===== src/tcpw_pkg.sv =====
// Purpose: constants shared by the timer/counter unit
// Assumes: register byte address is four times the register index
// Notes:   8-bit registers sit in the low byte of a 32-bit word
package tcpw_pkg;

  // register indices
  localparam logic [7:0] IDX_CNT1_LO   = 8'h2C;
  localparam logic [7:0] IDX_CNT1_HI   = 8'h2D;
  localparam logic [7:0] IDX_ASYNC_ST  = 8'h30;
  localparam logic [7:0] IDX_CTRL0     = 8'h33;
  localparam logic [7:0] IDX_CNT0      = 8'h32;
  localparam logic [7:0] IDX_CMP0      = 8'h31;
  localparam logic [7:0] IDX_CTRL2     = 8'h25;
  localparam logic [7:0] IDX_CNT2      = 8'h24;
  localparam logic [7:0] IDX_CMP2      = 8'h23;
  localparam logic [7:0] IDX_FLAG      = 8'h36;
  localparam logic [7:0] IDX_MASK      = 8'h37;
  localparam logic [7:0] IDX_CTRL1     = 8'h2E;
  localparam logic [7:0] IDX_CMP1A_LO  = 8'h2A;
  localparam logic [7:0] IDX_CMP1A_HI  = 8'h2B;
  localparam logic [7:0] IDX_CMP1B_LO  = 8'h28;
  localparam logic [7:0] IDX_CMP1B_HI  = 8'h29;
  localparam logic [7:0] IDX_CAP1_LO   = 8'h26;
  localparam logic [7:0] IDX_CAP1_HI   = 8'h27;

  // 8-bit counter control fields
  localparam int CTL_PWM_BIT     = 6;
  localparam int CTL_COM_HI_BIT  = 5;
  localparam int CTL_COM_LO_BIT  = 4;
  localparam int CTL_CLR_BIT     = 3;
  localparam int CTL_CS_MSB      = 2;

  // async status fields
  localparam int AST_SEL_BIT     = 3;
  localparam int AST_CNT_BSY_BIT = 2;
  localparam int AST_CMP_BSY_BIT = 1;
  localparam int AST_CTL_BSY_BIT = 0;

  // flag and mask fields
  localparam int FL_OVF0   = 0;
  localparam int FL_CMP0   = 1;
  localparam int FL_OVF1   = 2;
  localparam int FL_CMP1B  = 3;
  localparam int FL_CMP1A  = 4;
  localparam int FL_CAP1   = 5;
  localparam int FL_OVF2   = 6;
  localparam int FL_CMP2   = 7;

  // clock select codes of counters 1 and 2
  localparam logic [2:0] CS_STOP   = 3'h0;
  localparam logic [2:0] CS_CK     = 3'h1;
  localparam logic [2:0] CS_DIV8   = 3'h2;
  localparam logic [2:0] CS_DIV64  = 3'h3;
  localparam logic [2:0] CS_DIV256 = 3'h4;
  localparam logic [2:0] CS_DIV1K  = 3'h5;
  localparam logic [2:0] CS_PIN_FALL = 3'h6;
  localparam logic [2:0] CS_PIN_RISE = 3'h7;

  localparam logic [7:0]  RST_BYTE  = 8'h00;
  localparam logic [15:0] RST_WORD  = 16'h0000;
  localparam logic [7:0]  CNT_TOP   = 8'hFF;
  localparam logic [7:0]  CNT_BOT   = 8'h00;
  localparam int          PRE_W     = 10;
  localparam int          PWM_PERIOD = 510;
  localparam real         OSC_KHZ   = 32.768;

endpackage : tcpw_pkg


===== src/tcpw_timer.sv =====
// Purpose: two 8-bit and one 16-bit timer/counter behind an AHB-Lite slave
// Assumes: pins are asynchronous and pass three flip-flops
// Notes:   one wait state on every bus transfer
// Summary of operation
// - three counters: counter 0 and 2 are 8-bit, counter 1 is 16-bit
// - counter 0 may count a separate 32.768 kHz oscillator via its own prescaler
// - counters 1 and 2 pick taps 8, 64, 256, 1024 of one shared 10-bit prescaler
// - counters 1 and 2 may also use the core clock, a pin, or stop
// - counter 0 counts its prescaler input undivided or divided; 0 and 2 can stop
// - all status flags sit in one flag register, enables in one mask register
// - counter 2 pin clock is sampled on every rising core clock edge
// - counters 0 and 2 compare; a match may clear the count and drive the pin
// - counters 0 and 2 offer glitch-free centre-aligned 8-bit PWM
// - in PWM mode a compare read returns the last written buffered value
// - active compare 00 or FF forces the PWM pin at once, per output mode
// - PWM overflow flag sets when counting from 00; requests need both enables
// - PWM frequency is the timer clock divided by 510
// - async status: bits 7..4 zero, bit 3 read/write, bits 2..0 busy, reset zero
// - counter 1 clock codes: stop, ck, /8, /64, /256, /1024, pin fall, pin rise
// - pin clock modes count pin edges even when the pin is an output
// - counter 1 wide registers move through one shared 8-bit byte latch
// - high byte write fills the latch; low byte write loads all 16 bits
// - low byte read copies the high byte to the latch; high read returns latch
//
// The AHB-Lite interface to the registers was decided locally.
module tcpw_timer
  import tcpw_pkg::*;
#(
  parameter int ADDR_W = 12
)(
  input  wire logic              I_CORE_CLK,
  input  wire logic              I_RSTN,
  input  wire logic              I_HSEL,
  input  wire logic [ADDR_W-1:0] I_HADDR,
  input  wire logic [1:0]        I_HTRANS,
  input  wire logic              I_HWRITE,
  input  wire logic [2:0]        I_HSIZE,
  input  wire logic [31:0]       I_HWDATA,
  input  wire logic              I_HREADY,
  output logic      [31:0]       O_HRDATA,
  output logic                   O_HREADYOUT,
  output logic                   O_HRESP,
  input  wire logic              I_ASYNC_OSC,
  input  wire logic              I_COUNT_PIN_ONE,
  input  wire logic              I_COUNT_PIN_TWO,
  input  wire logic              I_CAPTURE_PIN,
  input  wire logic              I_GLOBAL_IE,
  output logic                   O_COMPARE_OUT_ZERO,
  output logic                   O_COMPARE_OUT_TWO,
  output logic      [7:0]        O_IRQ_REQ
);

  // bus slave: address phase captured, access done one cycle later
  logic       pend_r;
  logic       pwr_r;
  logic [7:0] pidx_r;
  logic       acc;
  logic       acc_wr;
  logic       acc_rd;
  logic [7:0] wdat;

  always_ff @(posedge I_CORE_CLK)
  begin
    if (!I_RSTN)
    begin
      pend_r      <= 1'b0;
      pwr_r       <= 1'b0;
      pidx_r      <= RST_BYTE;
      O_HREADYOUT <= 1'b1;
    end
    else if (I_HSEL && I_HTRANS[1] && I_HREADY)
    begin
      pend_r      <= 1'b1;
      pwr_r       <= I_HWRITE;
      pidx_r      <= I_HADDR[9:2];
      O_HREADYOUT <= 1'b0;
    end
    else
    begin
      pend_r      <= 1'b0;
      O_HREADYOUT <= 1'b1;
    end
  end

  assign O_HRESP = 1'b0;
  assign acc     = pend_r;
  assign acc_wr  = pend_r && pwr_r;
  assign acc_rd  = pend_r && !pwr_r;
  assign wdat    = I_HWDATA[7:0];

  // pin synchronisers: a change counts when stages 2 and 3 agree
  logic [3:0] pin_in;
  logic [3:0] s1_r;
  logic [3:0] s2_r;
  logic [3:0] s3_r;
  logic [3:0] lvl_r;
  logic [3:0] rise_r;
  logic [3:0] fall_r;

  assign pin_in = {I_CAPTURE_PIN, I_COUNT_PIN_TWO, I_COUNT_PIN_ONE, I_ASYNC_OSC};

  genvar p;
  generate
    for (p = 0; p < 4; p++)
    begin : g_sync
      always_ff @(posedge I_CORE_CLK)
      begin
        if (!I_RSTN)
        begin
          s1_r[p]   <= 1'b0;
          s2_r[p]   <= 1'b0;
          s3_r[p]   <= 1'b0;
          lvl_r[p]  <= 1'b0;
          rise_r[p] <= 1'b0;
          fall_r[p] <= 1'b0;
        end
        else
        begin
          s1_r[p]   <= pin_in[p];
          s2_r[p]   <= s1_r[p];
          s3_r[p]   <= s2_r[p];
          rise_r[p] <= (s2_r[p] == s3_r[p]) && s3_r[p] && !lvl_r[p];
          fall_r[p] <= (s2_r[p] == s3_r[p]) && !s3_r[p] && lvl_r[p];
          if (s2_r[p] == s3_r[p])
          begin
            lvl_r[p] <= s3_r[p];
          end
        end
      end
    end
  endgenerate

  // shared prescaler of counters 1 and 2, and counter 0's own prescaler
  logic [PRE_W-1:0] pre_r;
  logic [PRE_W-1:0] pre0_r;
  logic [7:0]       ast_r;
  logic             base0;
  logic [4:0]       tap;
  logic [7:0]       tap0;

  assign base0 = ast_r[AST_SEL_BIT] ? rise_r[0] : 1'b1;
  assign tap   = {&pre_r[9:0], &pre_r[7:0], &pre_r[5:0], &pre_r[2:0], 1'b1};
  assign tap0  = {base0 & (&pre0_r[9:0]), base0 & (&pre0_r[7:0]),
                  base0 & (&pre0_r[6:0]), base0 & (&pre0_r[5:0]),
                  base0 & (&pre0_r[4:0]), base0 & (&pre0_r[2:0]), base0, 1'b0};

  always_ff @(posedge I_CORE_CLK)
  begin
    if (!I_RSTN)
    begin
      pre_r <= '0;
    end
    else
    begin
      pre_r <= pre_r + 1'b1;
    end
  end

  always_ff @(posedge I_CORE_CLK)
  begin
    if (!I_RSTN)
    begin
      pre0_r <= '0;
    end
    else if (base0)
    begin
      pre0_r <= pre0_r + 1'b1;
    end
  end

  // tick of counter 1 or 2 from its clock select code
  function automatic logic sel_tick(input logic [2:0] cs, input logic [4:0] tp,
                                    input logic rs, input logic fl);
    logic t;
    t = 1'b0;
    case (cs)
      CS_STOP:     t = 1'b0;
      CS_CK:       t = tp[0];
      CS_DIV8:     t = tp[1];
      CS_DIV64:    t = tp[2];
      CS_DIV256:   t = tp[3];
      CS_DIV1K:    t = tp[4];
      CS_PIN_FALL: t = fl;
      CS_PIN_RISE: t = rs;
      default:     t = 1'b0;
    endcase
    return t;
  endfunction : sel_tick

  // flags, mask and request outputs
  logic [7:0] flag_r;
  logic [7:0] mask_r;
  logic [7:0] fset;
  logic [7:0] fclr;

  assign fclr = (acc_wr && pidx_r == IDX_FLAG) ? wdat : 8'h00;

  always_ff @(posedge I_CORE_CLK)
  begin
    if (!I_RSTN)
    begin
      flag_r    <= RST_BYTE;
      mask_r    <= RST_BYTE;
      O_IRQ_REQ <= RST_BYTE;
    end
    else
    begin
      flag_r    <= (flag_r & ~fclr) | fset;
      O_IRQ_REQ <= flag_r & mask_r & {8{I_GLOBAL_IE}};
      if (acc_wr && pidx_r == IDX_MASK)
      begin
        mask_r <= wdat;
      end
    end
  end

  // async status: select bit and update-busy bits
  always_ff @(posedge I_CORE_CLK)
  begin
    if (!I_RSTN)
    begin
      ast_r <= RST_BYTE;
    end
    else
    begin
      if (acc_wr && pidx_r == IDX_ASYNC_ST)
      begin
        ast_r[AST_SEL_BIT] <= wdat[AST_SEL_BIT];
      end
      if (ast_r[AST_SEL_BIT] && rise_r[0])
      begin
        ast_r[2:0] <= 3'h0;
      end
      if (ast_r[AST_SEL_BIT] && acc_wr)
      begin
        if (pidx_r == IDX_CNT0)
        begin
          ast_r[AST_CNT_BSY_BIT] <= 1'b1;
        end
        if (pidx_r == IDX_CMP0)
        begin
          ast_r[AST_CMP_BSY_BIT] <= 1'b1;
        end
        if (pidx_r == IDX_CTRL0)
        begin
          ast_r[AST_CTL_BSY_BIT] <= 1'b1;
        end
      end
    end
  end

  // counters 0 and 2
  logic [7:0] ctl8_r [2];
  logic [7:0] cnt8_r [2];
  logic [7:0] cmp8_r [2];
  logic [7:0] buf8_r [2];
  logic       dn8_r  [2];
  logic       out8_r [2];
  logic [1:0] ovf8;
  logic [1:0] mat8;

  genvar c;
  generate
    for (c = 0; c < 2; c++)
    begin : g_c8
      localparam logic [7:0] LI_CTL = (c == 0) ? IDX_CTRL0 : IDX_CTRL2;
      localparam logic [7:0] LI_CNT = (c == 0) ? IDX_CNT0 : IDX_CNT2;
      localparam logic [7:0] LI_CMP = (c == 0) ? IDX_CMP0 : IDX_CMP2;
      logic       tick;
      logic       pwm;
      logic [1:0] com;
      logic [7:0] nxt;
      logic       dnx;

      assign pwm  = ctl8_r[c][CTL_PWM_BIT];
      assign com  = {ctl8_r[c][CTL_COM_HI_BIT], ctl8_r[c][CTL_COM_LO_BIT]};
      assign tick = (c == 0) ? tap0[ctl8_r[c][CTL_CS_MSB:0]]
                  : sel_tick(ctl8_r[c][CTL_CS_MSB:0], tap, rise_r[2], fall_r[2]);

      always_comb
      begin
        nxt = cnt8_r[c] + 8'h01;
        dnx = dn8_r[c];
        if (pwm)
        begin
          if (!dn8_r[c] && cnt8_r[c] == CNT_TOP)
          begin
            nxt = cnt8_r[c] - 8'h01;
            dnx = 1'b1;
          end
          else if (dn8_r[c] && cnt8_r[c] == CNT_BOT)
          begin
            dnx = 1'b0;
          end
          else if (dn8_r[c])
          begin
            nxt = cnt8_r[c] - 8'h01;
          end
        end
        else if (ctl8_r[c][CTL_CLR_BIT] && cnt8_r[c] == cmp8_r[c])
        begin
          nxt = CNT_BOT;
        end
      end

      assign ovf8[c] = tick && (pwm ? (cnt8_r[c] == CNT_BOT)
                                    : (cnt8_r[c] == CNT_TOP && nxt == CNT_BOT));
      assign mat8[c] = tick && (pwm ? (nxt == cmp8_r[c]) : (cnt8_r[c] == cmp8_r[c]));

      always_ff @(posedge I_CORE_CLK)
      begin
        if (!I_RSTN)
        begin
          ctl8_r[c] <= RST_BYTE;
          cnt8_r[c] <= RST_BYTE;
          cmp8_r[c] <= RST_BYTE;
          buf8_r[c] <= RST_BYTE;
          dn8_r[c]  <= 1'b0;
        end
        else
        begin
          if (acc_wr && pidx_r == LI_CTL)
          begin
            ctl8_r[c] <= wdat;
          end
          if (acc_wr && pidx_r == LI_CNT)
          begin
            cnt8_r[c] <= wdat;
          end
          else if (tick)
          begin
            cnt8_r[c] <= nxt;
            dn8_r[c]  <= dnx;
          end
          if (!pwm)
          begin
            dn8_r[c] <= 1'b0;
          end
          if (acc_wr && pidx_r == LI_CMP)
          begin
            buf8_r[c] <= wdat;
            if (!pwm)
            begin
              cmp8_r[c] <= wdat;
            end
          end
          else if (pwm && tick && !dn8_r[c] && cnt8_r[c] == CNT_TOP)
          begin
            cmp8_r[c] <= buf8_r[c];
          end
        end
      end

      always_ff @(posedge I_CORE_CLK)
      begin
        if (!I_RSTN)
        begin
          out8_r[c] <= 1'b0;
        end
        else if (pwm && com[1] && (cmp8_r[c] == CNT_BOT || cmp8_r[c] == CNT_TOP))
        begin
          out8_r[c] <= (cmp8_r[c] == CNT_TOP) ^ com[0];
        end
        else if (mat8[c] && pwm && com[1])
        begin
          out8_r[c] <= dnx ^ com[0];
        end
        else if (mat8[c] && !pwm)
        begin
          case (com)
            2'h1:    out8_r[c] <= !out8_r[c];
            2'h2:    out8_r[c] <= 1'b0;
            2'h3:    out8_r[c] <= 1'b1;
            default: out8_r[c] <= out8_r[c];
          endcase
        end
      end
    end
  endgenerate

  assign O_COMPARE_OUT_ZERO = out8_r[0];
  assign O_COMPARE_OUT_TWO  = out8_r[1];

  // counter 1 with shared byte latch
  logic [7:0]  ctl1_r;
  logic [15:0] cnt1_r;
  logic [15:0] cmpa_r;
  logic [15:0] cmpb_r;
  logic [15:0] cap_r;
  logic [7:0]  tmp_r;
  logic        tick1;

  assign tick1 = sel_tick(ctl1_r[2:0], tap, rise_r[1], fall_r[1]);

  always_ff @(posedge I_CORE_CLK)
  begin
    if (!I_RSTN)
    begin
      ctl1_r <= RST_BYTE;
      cnt1_r <= RST_WORD;
      cmpa_r <= RST_WORD;
      cmpb_r <= RST_WORD;
      cap_r  <= RST_WORD;
    end
    else
    begin
      if (acc_wr && pidx_r == IDX_CTRL1)
      begin
        ctl1_r <= wdat;
      end
      if (acc_wr && pidx_r == IDX_CNT1_LO)
      begin
        cnt1_r <= {tmp_r, wdat};
      end
      else if (tick1)
      begin
        cnt1_r <= cnt1_r + 16'h0001;
      end
      if (acc_wr && pidx_r == IDX_CMP1A_LO)
      begin
        cmpa_r <= {tmp_r, wdat};
      end
      if (acc_wr && pidx_r == IDX_CMP1B_LO)
      begin
        cmpb_r <= {tmp_r, wdat};
      end
      if (rise_r[3])
      begin
        cap_r <= cnt1_r;
      end
    end
  end

  always_ff @(posedge I_CORE_CLK)
  begin
    if (!I_RSTN)
    begin
      tmp_r <= RST_BYTE;
    end
    else if (acc_wr && (pidx_r == IDX_CNT1_HI || pidx_r == IDX_CMP1A_HI
                        || pidx_r == IDX_CMP1B_HI || pidx_r == IDX_CAP1_HI))
    begin
      tmp_r <= wdat;
    end
    else if (acc_rd)
    begin
      case (pidx_r)
        IDX_CNT1_LO:  tmp_r <= cnt1_r[15:8];
        IDX_CMP1A_LO: tmp_r <= cmpa_r[15:8];
        IDX_CMP1B_LO: tmp_r <= cmpb_r[15:8];
        IDX_CAP1_LO:  tmp_r <= cap_r[15:8];
        default:      tmp_r <= tmp_r;
      endcase
    end
  end

  assign fset = {mat8[1], ovf8[1], rise_r[3], tick1 && cnt1_r == cmpa_r,
                 tick1 && cnt1_r == cmpb_r, tick1 && cnt1_r == 16'hFFFF,
                 mat8[0], ovf8[0]};

  // read data
  always_ff @(posedge I_CORE_CLK)
  begin
    if (!I_RSTN)
    begin
      O_HRDATA <= 32'h0000_0000;
    end
    else if (acc)
    begin
      O_HRDATA <= 32'h0000_0000;
      if (acc_rd)
      begin
        case (pidx_r)
          IDX_CNT1_LO:  O_HRDATA[7:0] <= cnt1_r[7:0];
          IDX_CMP1A_LO: O_HRDATA[7:0] <= cmpa_r[7:0];
          IDX_CMP1B_LO: O_HRDATA[7:0] <= cmpb_r[7:0];
          IDX_CAP1_LO:  O_HRDATA[7:0] <= cap_r[7:0];
          IDX_CNT1_HI, IDX_CMP1A_HI, IDX_CMP1B_HI, IDX_CAP1_HI:
                        O_HRDATA[7:0] <= tmp_r;
          IDX_CTRL1:    O_HRDATA[7:0] <= ctl1_r;
          IDX_ASYNC_ST: O_HRDATA[7:0] <= {4'h0, ast_r[3:0]};
          IDX_CTRL0:    O_HRDATA[7:0] <= ctl8_r[0];
          IDX_CNT0:     O_HRDATA[7:0] <= cnt8_r[0];
          IDX_CMP0:     O_HRDATA[7:0] <= buf8_r[0];
          IDX_CTRL2:    O_HRDATA[7:0] <= ctl8_r[1];
          IDX_CNT2:     O_HRDATA[7:0] <= cnt8_r[1];
          IDX_CMP2:     O_HRDATA[7:0] <= buf8_r[1];
          IDX_FLAG:     O_HRDATA[7:0] <= flag_r;
          IDX_MASK:     O_HRDATA[7:0] <= mask_r;
          default:      O_HRDATA[7:0] <= 8'h00;
        endcase
      end
    end
  end

endmodule : tcpw_timer


===== config.mk =====
export PLATFORM = sky130hd
export DESIGN_NAME = tcpw_timer
export DESIGN_NICKNAME = d
export VERILOG_FILES = /design/src/tcpw_pkg.sv /design/src/tcpw_timer.sv
export SDC_FILE = /design/constraint.sdc
export NUM_CORES = 1
export LEC_CHECK = 0
export BUFFER_PORTS_ARGS = -buffer_cell sky130_fd_sc_hd__buf_2
export CAP_MARGIN = 20
export CORE_UTILIZATION = 61
export DETAILED_ROUTE_END_ITERATION = 7
export PLACE_DENSITY = 0.81
export SETUP_SLACK_MARGIN = 0.3
export SYNTH_ARGS = -nofsm -noshare
export SYNTH_HDL_FRONTEND = slang
export SYNTH_SLANG_ARGS = --single-unit

===== constraint.sdc =====
create_clock -name I_CORE_CLK -period 4.35 [get_ports I_CORE_CLK]
set_input_delay 0.87 -clock I_CORE_CLK [delete_from_list [all_inputs] [get_ports I_CORE_CLK]]
set_output_delay 0.87 -clock I_CORE_CLK [all_outputs]
set_load 0.03 [all_outputs]

==> metrics.yaml, run 1 <==
run_status:
  status: "complete, no violations"
finish:
  drive_above_1_share_pct: 10.48
  syn2layout_area_growth_pct: 8.392
  fillCellCount: 1647
  stdcell_count: 1802
  fin_area_um2: 14350
  fin_util_pct: 67.84
  antenna_cells: 0
  nNetsFinal: 1586
  seqCellArea_um2: 5415
  multiInputGateArea_um2: 7131
route:
  vias: 11890
  wl_per_cell_um: 21.26
  via_per_inst: 6.598
  met1_length_mm: 15.24
  ant_nets: 0
  dr.pass1.iters: 8
  highest_layer: "met4"
  wl_met3_mm: 4.153
  drt_iter0_markers: 1480
  met2_length_mm: 16.94
  route.detailed.drc: 0
  finalWirelength_mm: 38.31
timing:
  drv_slew: 0
  max_slew_margin_pct: 38.18
  setup_slack_ps: 537.0
  tightest_slew_ps: 925.3
  finalCritPeriodShare_pct: 87.66
  rsz0062_at_grt: "false"
  finalSetupViolations: 0
  setup_tns_ps: 0
  finalHoldViolations: 0
  skew_ps: 22.03
  max_freq_mhz: 262.3
  min_period_ps: 3813
  hold_ws_ps: 412.8
cts:
  htreeDepth: 1
  cts_root_buffer: "clkbuf_16"
  cts_tree: "yes"
  cts_made_buffers: 24
  post-cts-setup-buffers: 0
  max-clock-path-buffers: 3
  hold_buffers: 0
  clk_pin_slew_worst_paths_ps: 70
  insertion_delay_ps: 540
  cts.sinks: 237
synthesis:
  yosysWarnings: 0
  synth.distinct_cells: 93
  netlist_area_um2: 13240
  async_flop_share_pct: 0
  ys.flop_type: "dfxtp_1"
  ys_ff_latch: 237
  avgSynthCellArea_um2: 8.757
  synth_edf_count: 67
  synth_seq_area_share_pct: 40.90
  synthCells: 1512
floorplanning:
  initial_core_util_pct: 62.59
  num_rows: 53
  die_y_um: 149.3
  die_area_um2: 22300
  die_x_um: 149.3
  fp.coreArea_um2: 21150
  ios: 103
global_route:
  grt_pass1_wl_mm: 59.61
  gr-total-overflow: 0
  grt_pass1_vias: 11030
  grt_max_degree: 76
  antenna_found_initial: 0
  grt_use_total_pct: 34.55
critical_path:
  crit_type: "reg -> reg"
  cp.arrival_ps: 4170
  cp-start-kind: "flop"
  end_kind: "flop"
  cp_max_fo: 10
  cp.required_ps: 4710
place:
  post-place-ws_ps: 467.3
  gp_routability_congestion: 0.9726
  placedCellCount: 1756
  hpwl_mm: 26.47
  dpl-instance-area_um2: 13520
  io_buffers: 45
worst_hold_path:
  min_path_type: "reg -> reg"
power:
  p_leak_nw: 5.136
  irDropWorstVdd_v: 0.0003719
  power-per-cell-area_nw_per_um2: 334.4
  p_total_mw: 4.800
job:
  drv_cap: 0
power by group:
group          internal (mW)  switching (mW)  leakage (nW)  total (mW)
registers               2.30          0.0619          2.07        2.37
logic                  0.101           0.229          2.66       0.330
clock network           1.24           0.866         0.402        2.10
total                   3.64            1.16          5.14        4.80
critical path, stage by stage (launching register included):
cell,delay (ps)
edfxtp_1,550
inv_1,210
ha_1,240
nor4b_4,400
and2_2,230
a311oi_1,70
or4_1,530
a211oi_2,270
nand4_2,190
a2111oi_4,380
mux2_4,340
o31ai_2,240
sequential cells by signal (all words and copies together), names as in the netlist, 16 cells and up:
signal,count
buf8_r,16
cap_r,16
cmp8_r,16
cmpa_r,16
cmpb_r,16
cnt1_r,16
cnt8_r,16
ctl8_r,16
path summary, 6_finish.rpt:
kind,start,endpoint,slack [ps],depth (start not counted)
worst max-delay path,cnt8_r[1][0],out8_r[1],540,11
worst min-delay path,lvl_r[0],rise_r[0],410,1
worst max register to register,cnt8_r[1][0],out8_r[1],540,11
worst min register to register,lvl_r[0],rise_r[0],410,1
cell usage after synthesis (all sizes together) (5+ instances only):
cell     instances  area share, %
and2            54            2.6
nand4           31            1.5
a21oi           97            3.7
nor4b            7           0.51
edfxtp          67             15
or3              5           0.24
a211oi          20            1.2
a32o             5           0.38
o211ai           7           0.40
and3            24            1.1
nand3           39            1.5
mux2            11           0.96
inv             31           0.88
nand2b          12           0.57
a22o            31            2.1
a221oi          17            1.1
o31ai           11           0.66
or4              6           0.34
dfxtp          170             26
clkbuf         100            3.2
o22ai            7           0.33
nor2           170            4.8
nand2          163            4.6
buf             38            2.0
o21ai           27            1.0
and4             7           0.47
mux2i           53            4.0
nor2b           10           0.47
nor3b            7           0.40
a22oi           22            1.2
a31oi           14           0.66
o2111ai          5           0.33
o21bai           5           0.28
ha              18            1.7
xor2            30            2.0
o31a             6           0.40
nor4            14           0.66
a222oi          13           0.98
xnor2           56            3.7
nand3b           6           0.34
a311oi           5           0.38
nor3            30            1.1
logic make-up after synthesis:
logic type / Yosys count / share of synthesized area [%]
simple gates: 596 / 21.93
compound gates: 339 / 18.72
flops: 237 / 40.90
buf+inv: 171 / 6.057
xor+xnor: 86 / 5.689
mux: 64 / 4.971
fa+ha+maj: 18 / 1.701
other cells: 1 / 0.02832
routing by layer:
metal  vias to the layer above  track usage [%]
met5                         -                0
met4                         0            19.13
met3                       149            6.024
met2                       748            53.42
met1                      5565            45.83
li1                       5428                -
what timing repair did:
action	4_1_cts	5_1_grt
resized for setup	0	3
hold endpoints to repair	0	0
endpoints found under the setup margin	0	2
area by class of cell:
cell class,count,share of cell area [%]
timing repair buffer,85,3.679
clock buffer,34,4.839
sequential,237,37.73
clock inverter,10,0.7847
tap,275,2.398
multi-input combinational,1128,49.69
inverter,33,0.8806
cell usage in the layout, fill, tap and decap left out, types with 7 or more instances in the layout:
cell type  Yosys  final
dfxtp_1      170    170
nor2_1       170    169
nand2_1      163    163
a21oi_1       96     96
edfxtp_1      67     67
xnor2_1       56     56
mux2i_1       53     53
and2_1        52     52
buf_2          6     45
nand3_1       39     39
buf_4         25     37
a22o_1        31     31
inv_1         30     30
nor3_1        30     30
xor2_1        30     30
nand4_1       30     30
clkbuf_16      0     26
conb_1         1     25
and3_1        24     24
o21ai_0       24     24
a22oi_1       22     22
a211oi_1      19     19
ha_1          18     18
a221oi_1      17     17
nor4_1        14     14
a31oi_1       14     14
a222oi_1      13     13
nand2b_1      12     12
nor2b_1       10     10
o31ai_1       10     10
mux2_2        10     10
nor3b_1        7      7
o22ai_1        7      7
o211ai_1       7      7
Note: power is estimated with default switching activity, not from simulation.
==> inputs of run 2 (changes only) <==
CELL_PAD_IN_SITES_DETAIL_PLACEMENT = 1   (was unset)
CELL_PAD_IN_SITES_GLOBAL_PLACEMENT = 2   (was unset)
CORE_UTILIZATION = 38   (was 61)
PLACE_DENSITY = 0.85   (was 0.81)
==> metrics.yaml, run 2 (synthesis gave the netlist of run 1 again) <==
cts:
  cts_root_buffer: "clkbuf_16"  # unchanged
  cts_tree: "yes"  # unchanged
  post-cts-setup-buffers: 0  # unchanged
  htreeDepth: 1  # unchanged
  clk_pin_slew_worst_paths_ps: 60  # was 70 ps
  cts_made_buffers: 27  # was 24
  insertion_delay_ps: 540  # about the same
  cts.sinks: 237  # unchanged
  max-clock-path-buffers: 3  # unchanged
critical_path:
  crit_type: "reg -> reg"  # unchanged
  path_buf_inv: 0  # was 1
  path_cells: "ha_1, nand4b_1, or2_2, o2111a_1, a2111o_1, a311oi_2, nand4_2, a2111oi_4, mux2_4, o31ai_2"  # was inv_1, ha_1, nor4b_4, and2_2, a311oi_1, or4_1, a211oi_2, nand4_2, a2111oi_4, mux2_4, o31ai_2
  max_stage_delay_ps: 560  # was 550 ps
  end_kind: "flop"  # unchanged
  crit_slowest_cell: "edfxtp_1"  # unchanged
  cp_max_fo: 9  # was 10
  cp-start-kind: "flop"  # unchanged
  cp.arrival_ps: 4160  # was 4170 ps
  cp.required_ps: 4710  # about the same
  critPathTopFamily: "compound AO/OA/AOI/OAI gates"  # was simple AND/OR/NAND/NOR gates
power:
  power-per-cell-area_nw_per_um2: 333.3  # was 334.4 nW/um2
  irDropWorstVdd_v: 0.0002417  # was 0.0003719 V
  p_leak_nw: 5.170  # was 5.136 nW
job:
  drv_cap: 0  # unchanged
finish:
  fillCellCount: 3967  # was 1647
  syn2layout_area_growth_pct: 10.57  # was 8.392%
  nNetsFinal: 1592  # was 1586
  drive_above_1_share_pct: 10.74  # was 10.48%
  antenna_cells: 0  # unchanged
  multiInputGateArea_um2: 7134  # was 7131 um2
  final_common_cell: "dfxtp_1"  # unchanged
  final_cell_mix: "dfxtp_1 (170), nor2_1 (169), nand2_1 (163)"  # unchanged
  fin_area_um2: 14640  # was 14350 um2
  seqCellArea_um2: 5415  # unchanged
timing:
  setup_tns_ps: 0  # unchanged
  max_slew_margin_pct: 35.42  # was 38.18%
  tightest_slew_ps: 966.6  # was 925.3 ps
  rsz0062_at_grt: "false"  # unchanged
  finalHoldViolations: 0  # unchanged
  skew_ps: 18.73  # was 22.03 ps
  finalCritPeriodShare_pct: 87.38  # was 87.66%
  drv_slew: 0  # unchanged
  max_freq_mhz: 263.1  # was 262.3 MHz
  min_period_ps: 3801  # was 3813 ps
  finalSetupViolations: 0  # unchanged
floorplanning:
  die_y_um: 188.7  # was 149.3 um
  die_area_um2: 35590  # was 22300 um2
  die_x_um: 188.7  # was 149.3 um
  num_rows: 67  # was 53
  ios: 103  # unchanged
  fp.coreArea_um2: 33870  # was 21150 um2
  initial_core_util_pct: 39.09  # was 62.59%
global_route:
  grt_max_degree: 75  # was 76
  grt_pass1_wl_mm: 68.88  # was 59.61 mm
  grt_pass1_vias: 11690  # was 11030
  grt_use_total_pct: 24.82  # was 34.55%
  gr-total-overflow: 0  # unchanged
  antenna_found_initial: 1  # was 0
route:
  route.detailed.drc: 0  # unchanged
  dr.pass1.iters: 5  # was 8
  finalWirelength_mm: 44.41  # was 38.31 mm
  drt_iter0_markers: 1018  # was 1480
  vias: 11790  # was 11890
  ant_nets: 0  # unchanged
  wl_per_cell_um: 22.39  # was 21.26 um
  via_per_inst: 5.941  # was 6.598
worst_hold_path:
  min_path_type: "reg -> reg"  # unchanged
place:
  hpwl_mm: 31.70  # was 26.47 mm
  gp_routability_congestion: 0.9039  # was 0.9726
  dpl-instance-area_um2: 13760  # was 13520 um2
  io_buffers: 45  # unchanged
run_status:
  status: "complete, no violations"  # unchanged
-- run 2: changes by cell type in the layout (fill, tap and decap cells not counted), sizes merged --
cell	before	now
clkbuf	36	37
bufinv	2	1
clkinv	9	13
clkinvlp	0	1
buf	83	87
-- run 2: through the flow --
step	setup WS (ps)	hold slack [ps]	utilization (%)	std cells	power (mW)
final	548.8	413.5	43.23	1984	4.880
after global routing	352.2	438.7	43.23	1984	5.044
after CTS	453.0	418.2	43.10	1982	4.912
after detailed placement	463.5	409.4	40.62	1932	2.750
after global placement	569.2	401.5	40.62	1932	2.741
after floorplan	986.6	389.7	-	1536	2.642
-- run 2: layer usage --
| metal | part of all wire (%) | track usage (%) | wire [um] | vias to the layer above |
|---|---|---|---|---|
| li1 | - | - | - | 5439 |
| met1 | 44 | 33.18 | 19470 | 5855 |
| met2 | 47 | 41.13 | 20710 | 400 |
| met3 | 6.1 | 3.110 | 2724 | 91 |
| met5 | 0.025 | 0 | 11 | - |
| met4 | 3.4 | 8.561 | 1498 | 2 |
-- run 2: area by class of cell --
type	instances	area share [%]
well taps	448	3.829
inverters	33	0.8632
flip-flops and latches	237	36.99
clock buffers	36	5.051
multi-input cells	1128	48.73
repair buffers	88	3.863
clock inverters	14	0.6752
-- run 2: power by group --
group / switching (mW) / internal (mW)
combinational: 0.240 / 0.102
sequential: 0.0614 / 2.31
clock: 0.921 / 1.25
total: 1.22 / 3.66
-- run 2: path summary, 6_finish.rpt --
check | start | cells after the start | slack, ps | endpoint
hold reg to reg | lvl_r[3] | 1 | 410 | fset[5]
hold / removal | lvl_r[3] | 1 | 410 | fset[5]
setup reg to reg | cnt8_r[1][1] | 10 | 550 | out8_r[1]
setup / recovery | cnt8_r[1][1] | 10 | 550 | out8_r[1]
-- run 2: worst register-to-register path, delay by kind of cell (launching register included) --
kind / cells / cell delay (ps)
AND/OR/NAND/NOR: 3 / 740
multiplexers: 1 / 330
flip-flops: 1 / 560
AO/OA/AOI/OAI: 5 / 1600
adder cells (fa/ha/maj): 1 / 400
-- run 2: repair_timing --
action | 4_1_cts | 5_1_grt
endpoints found under the setup margin | 0 | 3
hold buffers | 0 | 0
gates resized for setup | 0 | 2
